===== src/hw/sieb_pkg.sv =====
package sieb_pkg;
  localparam int SIEB_NUM_STAGES = 12;
  localparam logic [9:0] SIEB_HIGH_EN_OFFSET = 10'h006;
  localparam logic [9:0] SIEB_DONE_EN_OFFSET = 10'h007;
  localparam logic [9:0] SIEB_HIGH_FLAG_OFFSET = 10'h009;
  localparam logic [9:0] SIEB_DONE_FLAG_OFFSET = 10'h00a;
  localparam logic [9:0] SIEB_PIN_FLAG_OFFSET = 10'h00b;
  localparam int SIEB_PIN_EN_BIT = 12;
  localparam logic [15:0] SIEB_HIGH_EN_MASK = 16'h0fff;
  localparam logic [15:0] SIEB_DONE_EN_MASK = 16'h1fff;
  localparam logic [15:0] SIEB_EN_RESET = 16'h0000;
  localparam logic [1:0] SIEB_PIN_MODE_INPUT = 2'h1;

  typedef struct packed {
    logic wrEn;
    logic rdEn;
    logic [9:0] addr;
    logic [15:0] wrData;
  } sieb_reg_req_t;

  typedef struct packed {
    logic [11:0] stageDone;
    logic [11:0] stageHigh;
  } sieb_events_t;
endpackage : sieb_pkg


===== src/hw/sieb_stage_irq_enable_bank.sv =====
`timescale 1ns/1ps
// How it works
// RL1: offset 0x006 bits 0-11 enable high events
// RL2: offset 0x007 bits 0-11 enable completion events
// RL3: bit 12 enables auxiliary pin change interrupt
// RL4: zero enable bit never asserts the interrupt
// RL5: host writes zero to unused bits
// RL6: enables reset to zero, read/write
// RL7: flags clear on read unless still exceeded
// RL8: pin change counts only in input mode
// RL9: irq low iff enabled source pending
module sieb_stage_irq_enable_bank
  import sieb_pkg::*;
(
  // clock and reset
  input wire logic core_clk,
  input wire logic srst,
  // register access from the serial interface
  input wire sieb_reg_req_t regReq,
  output logic [15:0] rdData,
  // conversion events and limit levels
  input wire sieb_events_t events,
  input wire logic [11:0] stageHighLevel,
  // auxiliary pin
  input wire logic auxPinIn,
  input wire logic [1:0] auxPinSetup,
  // interrupt to host
  output logic irqOutN
);

  // ************************************************
  // enable registers
  // ************************************************
  logic [15:0] highEn_q;
  logic [15:0] highEn_d;
  logic [15:0] doneEn_q;
  logic [15:0] doneEn_d;
  logic highEnWrite;
  logic doneEnWrite;

  always_comb begin
    highEnWrite = regReq.wrEn && (regReq.addr == SIEB_HIGH_EN_OFFSET);
    doneEnWrite = regReq.wrEn && (regReq.addr == SIEB_DONE_EN_OFFSET);
    highEn_d = highEn_q;
    doneEn_d = doneEn_q;
    // unused bits stored as zero even if a host writes ones there
    if (highEnWrite) begin
      highEn_d = regReq.wrData & SIEB_HIGH_EN_MASK; // RL1 RL5
    end
    if (doneEnWrite) begin
      doneEn_d = regReq.wrData & SIEB_DONE_EN_MASK; // RL2 RL3 RL5
    end
  end

  always_ff @(posedge core_clk) begin
    if (srst) begin
      highEn_q <= SIEB_EN_RESET; // RL6
      doneEn_q <= SIEB_EN_RESET; // RL6
    end else begin
      highEn_q <= highEn_d;
      doneEn_q <= doneEn_d;
    end
  end

  // ************************************************
  // flag read strobes
  // ************************************************
  logic highFlagRead;
  logic doneFlagRead;
  logic pinFlagRead;

  // a read clears on the same edge that captures the read data
  always_comb begin
    highFlagRead = regReq.rdEn && (regReq.addr == SIEB_HIGH_FLAG_OFFSET); // RL7
    doneFlagRead = regReq.rdEn && (regReq.addr == SIEB_DONE_FLAG_OFFSET);
    pinFlagRead = regReq.rdEn && (regReq.addr == SIEB_PIN_FLAG_OFFSET);
  end

  // ************************************************
  // per-stage event flags
  // ************************************************
  wire logic [11:0] highFlagAll;
  wire logic [11:0] doneFlagAll;
  wire logic [11:0] highSrcPending;
  wire logic [11:0] doneSrcPending;

  for (genvar stage = 0; stage < SIEB_NUM_STAGES; stage++) begin : g_stage
    logic highFlag_q;
    logic highFlag_d;
    logic doneFlag_q;
    logic doneFlag_d;

    // set wins over read-clear, so an event in the read cycle is never lost
    always_comb begin
      highFlag_d = highFlag_q;
      doneFlag_d = doneFlag_q;
      if (highFlagRead) begin
        highFlag_d = highFlag_q & stageHighLevel[stage]; // RL7
      end
      if (doneFlagRead) begin
        doneFlag_d = 1'b0;
      end
      if (events.stageHigh[stage]) begin
        highFlag_d = 1'b1;
      end
      if (events.stageDone[stage]) begin
        doneFlag_d = 1'b1;
      end
    end

    always_ff @(posedge core_clk) begin
      if (srst) begin
        highFlag_q <= 1'b0;
        doneFlag_q <= 1'b0;
      end else begin
        highFlag_q <= highFlag_d;
        doneFlag_q <= doneFlag_d;
      end
    end

    assign highFlagAll[stage] = highFlag_q;
    assign doneFlagAll[stage] = doneFlag_q;
    assign highSrcPending[stage] = highFlag_q & highEn_q[stage]; // RL1 RL4
    assign doneSrcPending[stage] = doneFlag_q & doneEn_q[stage]; // RL2 RL4
  end

  // ************************************************
  // auxiliary pin change
  // ************************************************
  logic [1:0] pinSync_q;
  logic [1:0] pinSync_d;
  logic pinLast_q;
  logic pinLast_d;
  logic [2:0] pinArm_q;
  logic [2:0] pinArm_d;
  logic pinFlag_q;
  logic pinFlag_d;
  logic pinChange;

  // pin is asynchronous: only the second stage reads the first
  always_comb begin
    pinSync_d = {pinSync_q[0], auxPinIn};
    pinLast_d = pinSync_q[1];
    // no compare until both stages and the last level hold real samples,
    // so a pin idling high gives no false change after reset
    pinArm_d = {pinArm_q[1:0], 1'b1};
    pinChange = pinArm_q[2] && (pinSync_q[1] != pinLast_q) && (auxPinSetup == SIEB_PIN_MODE_INPUT); // RL8
    pinFlag_d = pinFlag_q;
    if (pinFlagRead) begin
      pinFlag_d = 1'b0;
    end
    // set wins over read-clear
    if (pinChange) begin
      pinFlag_d = 1'b1;
    end
  end

  always_ff @(posedge core_clk) begin
    if (srst) begin
      pinSync_q <= 2'h0;
      pinLast_q <= 1'b0;
      pinArm_q <= 3'h0;
      pinFlag_q <= 1'b0;
    end else begin
      pinSync_q <= pinSync_d;
      pinLast_q <= pinLast_d;
      pinArm_q <= pinArm_d;
      pinFlag_q <= pinFlag_d;
    end
  end

  // ************************************************
  // read data
  // ************************************************
  logic [15:0] rdData_q;
  logic [15:0] rdData_d;

  // holds between reads so a slow host may pick it up late
  always_comb begin
    rdData_d = rdData_q;
    if (regReq.rdEn) begin
      case (regReq.addr)
        SIEB_HIGH_EN_OFFSET: begin
          rdData_d = highEn_q; // RL1 RL6
        end
        SIEB_DONE_EN_OFFSET: begin
          rdData_d = doneEn_q; // RL2 RL6
        end
        SIEB_HIGH_FLAG_OFFSET: begin
          rdData_d = {4'h0, highFlagAll};
        end
        SIEB_DONE_FLAG_OFFSET: begin
          rdData_d = {4'h0, doneFlagAll};
        end
        SIEB_PIN_FLAG_OFFSET: begin
          rdData_d = {15'h0, pinFlag_q};
        end
        default: begin
          rdData_d = 16'h0000;
        end
      endcase
    end
  end

  always_ff @(posedge core_clk) begin
    if (srst) begin
      rdData_q <= 16'h0000;
    end else begin
      rdData_q <= rdData_d;
    end
  end

  // ************************************************
  // interrupt line
  // ************************************************
  logic irqOutN_q;
  logic irqOutN_d;
  logic pinSrcPending;
  logic pending;

  // registered so the pin never glitches while flags and enables change together
  always_comb begin
    pinSrcPending = pinFlag_q & doneEn_q[SIEB_PIN_EN_BIT]; // RL3 RL4
    pending = (|highSrcPending) | (|doneSrcPending) | pinSrcPending;
    irqOutN_d = ~pending; // RL9
  end

  always_ff @(posedge core_clk) begin
    if (srst) begin
      irqOutN_q <= 1'b1; // RL6
    end else begin
      irqOutN_q <= irqOutN_d;
    end
  end

  assign rdData = rdData_q;
  assign irqOutN = irqOutN_q;

endmodule : sieb_stage_irq_enable_bank


===== config.mk =====
export PLATFORM = sky130hd
export DESIGN_NAME = sieb_stage_irq_enable_bank
export DESIGN_NICKNAME = d
export VERILOG_FILES = /design/src/hw/sieb_pkg.sv /design/src/hw/sieb_stage_irq_enable_bank.sv
export SDC_FILE = /design/constraint.sdc
export NUM_CORES = 1
export LEC_CHECK = 0
export BUFFER_PORTS_ARGS = -buffer_cell sky130_fd_sc_hd__buf_4
export CORE_MARGIN = 3
export CORE_UTILIZATION = 46
export CTS_CLUSTER_SIZE = 16
export DETAILED_ROUTE_END_ITERATION = 16
export PLACE_DENSITY = 0.75
export RECOVER_POWER = 25
export SYNTH_ARGS = -nofsm -noshare
export SYNTH_HDL_FRONTEND = slang
export SYNTH_SLANG_ARGS = --single-unit

===== constraint.sdc =====
create_clock -name core_clk -period 1.4 [get_ports core_clk]
set_clock_uncertainty 0.1 [all_clocks]
set_input_delay 0.14 -clock core_clk [delete_from_list [all_inputs] [get_ports core_clk]]
set_output_delay 0.14 -clock core_clk [all_outputs]
set_load 0.01 [all_outputs]

==> results.toml <==
[timing]
fin_crit_ns = 1.272
setup_violations = 0
drv_slew = 0
finalHoldViolations = 0
finalWorstSetupSlack_ns = 0.1275
slew_headroom_pct = 64.01
rsz0062_at_grt = "no"
max_freq_mhz = 785.9
setup_tns_ns = 0
worst_pin_slew_ns = 0.5395
final.period_utilization_pct = 90.89

[layout]
nNetsFinal = 509
syn_to_final_growth_pct = 51.78
diodes = 0
final_cell_mix = "78 x buf_4, 70 x dfxtp_1, 50 x dlygate4sd3_1, 39 x nor2_1, 26 x a21oi_1"
fin_util_pct = 72.61
final_cell_area_mm2 = 0.004324
layout_commonest_cell = "buf_4"
n_fill_cell = 454
register_area_mm2 = 0.001401
multi_input_area_mm2 = 0.001326
drive_gt1_share_pct = 24.04

[power]
seqPwrFrac_pct = 48.2
power-per-cell-area_mw_per_mm2 = 1007
switching_share_pct = 22.06
peakVddDrop_v = 0.0008468
leakagePower_nw = 1.972
netSwitchingPower_mw = 0.9605
power_frac_comb_pct = 11.2
clockPowerShare_pct = 40.6
intPower_mw = 3.393

[setup_path]
cp.required_ns = 1.58
criticalPathCategory = "reg2reg"
worst_ep_arrival_time_ns = 1.45
startpoint_type = "flop"
cp_max_fo = 3
crit_chain = "a22o_1 -> a221oi_2 -> nand4_1 -> o21ai_1"
worst_path_largest_cell_delay_ns = 0.34
end_kind = "flop"
critPathSlowestCell = "dfxtp_1"

[placement]
io_buffers = 79
dp_slack_ns = -0.1825
placed_area_mm2 = 0.003642
gp_congestion = 0.8787
dp_hpwl_um = 5679

[floorplanning]
die_y_um = 84.70
core_area_mm2 = 0.005956
floorplan.initialDensity_pct = 47.84
die_w_um = 84.70
rows = 28
ios = 86
fp.dieArea_mm2 = 0.007174

[drt]
drtIter0Drc = 375
wl_um = 8790
num_vias = 2901
wl_per_cell_um = 16.90
vias_per_cell = 5.579
first_pass_iters = 5
drtAntennaViolNets = 0
drc = 0

[grt]
grt_remaining_overflow = 0
grt_pass1_vias = 2812
grt_use_total_pct = 24.83
grt_antenna_before_repair = 0
grt_pass1_wl_um = 13880
grt_max_degree = 45

[synth]
avgSynthCellArea_um2 = 9.497
synth_compound_area_share_pct = 22.84
synth.area.mux_share_pct = 9.574
synthAdderAreaFrac_pct = 0
synthXorXnorAreaFrac_pct = 0.3074
synth-simple-area-share_pct = 12.78
yosysWarnings = 0
syn_area_mm2 = 0.002849
netlist-cell-type-count = 32
synth_top_family_by_area = "compound AO/OA/AOI/OAI gates"
syn_inst = 300
seq_area_frac_synth_pct = 49.19
ys_ff_latch = 70

[clocking]
postCtsSetupBuffers = 0
root_buffer = "clkbuf_8"
cts_buffers = 9
cts_tree = "yes"
clkTransAtPathRegs_ns = 0.07
cts_max_level = 3
clk_path_buf_depth = 2
cts_sinks = 70
insertion_delay_ns = 0.34

[min_path]
min_path_type = "in2reg"

[flow_run]
maxCapViolCount = 0

[outcome]
run_status = "finished, final reports clean"
[final cells by class]
cell class / count / area share, %
Tap cell: 75 / 2.170
Clock buffer: 12 / 3.356
Clock inverter: 4 / 1.620
Sequential cell: 70 / 32.41
Multi-Input combinational cell: 199 / 30.67
Inverter: 13 / 1.128
Timing Repair Buffer: 147 / 28.65
[what timing repair did]
action,in CTS,in global routing
hold endpoints to repair,53,0
setup endpoints to repair,0,1
gates resized for setup,0,4
hold buffers,50,0
[worst max-delay path, delay by kind of cell, from the launching register on]
family	cells	cell delay [ns]
AO/OA/AOI/OAI	3	0.63
flip-flops	1	0.34
AND/OR/NAND/NOR	1	0.14
[sequential cells by signal, summed over array words and instances (netlist names)]
name	count
pinSync_q	2
irqOutN	1
pinFlag_q	1
g_stage.doneFlag_q	12
pinArm_q	3
g_stage.highFlag_q	12
rdData	13
doneEn_q	13
highEn_q	12
pinLast_q	1
[layer usage]
layer	vias to the layer above	track usage [%]	wire (um)	share of wire [%]
met3	26	5.397	818	9.3
met4	0	13.24	260	3.0
met5	-	0	0	0
li1	1367	-	-	-
met2	177	39.36	4073	46
met1	1331	31.52	3638	41
[final timing paths]
check / startpoint / cells past startpoint / to / slack, ns
setup / recovery: pinFlag_q / 4 / irqOutN / 0.13
hold / removal: stageHighLevel[1] / 3 / g_stage[1].highFlag_q / 0.02
setup reg to reg: pinFlag_q / 4 / irqOutN / 0.13
hold reg to reg: pinArm_q[0] / 1 / pinArm_q[1] / 0.34
[per-stage QoR]
| step | cells | total power [mW] | hold WS, ns |
|---|---|---|---|
| 6_report | 520 | 4.353 | 0.01874 |
| 5_1_grt | 520 | 4.522 | 0.02931 |
| 4_1_cts | 520 | 4.366 | 0.002729 |
| 3_5_place_dp | 454 | 2.503 | 0.2531 |
| 3_3_place_gp | 454 | 2.494 | 0.2439 |
| 2_1_floorplan | 302 | 2.262 | 0.1574 |
[power groups by stage]
stage | clock, mW | sequential (mW) | combinational (mW)
2_1_floorplan | 0 | 2.12 | 0.141
3_3_place_gp | 0 | 2.14 | 0.354
3_5_place_dp | 0 | 2.14 | 0.362
4_1_cts | 1.79 | 2.10 | 0.476
5_1_grt | 1.90 | 2.10 | 0.524
6_report | 1.77 | 2.10 | 0.487
[cell families after synthesis]
group,Yosys count
xor gates and xnor gates,1
buffers and inverters,33
muxes,27
and+or+nand+nor,69
DFF,70
AOI/OAI and AO/OA,99
other,1
[synthesized netlist by cell type, drive strengths merged]
cell     n  area share (%)
clkbuf  13             1.7
nor2    39             5.1
and4bb   1            0.44
o21ai   25             4.4
nand4    7             1.8
nand4b   1            0.31
nor2b    7             1.5
dfxtp   70              49
and3b    2            0.61
a22o    15             4.6
and2b    1            0.26
and4b    1            0.35
a21oi   26             4.6
a221oi   4             1.2
xor2     1            0.31
conb     1            0.13
a222oi   1            0.35
mux2     2            0.79
a22oi   25             6.6
a32o     1            0.35
nand2    2            0.26
mux2i   25             8.8
a211oi   1            0.44
nor4     1            0.75
buf      7             1.8
nand3    4            0.70
and2     1            0.22
a31o     1            0.31
nand2b   2            0.44
inv     13             1.7
No activity file was read; power rests on OpenSTA's default activity.
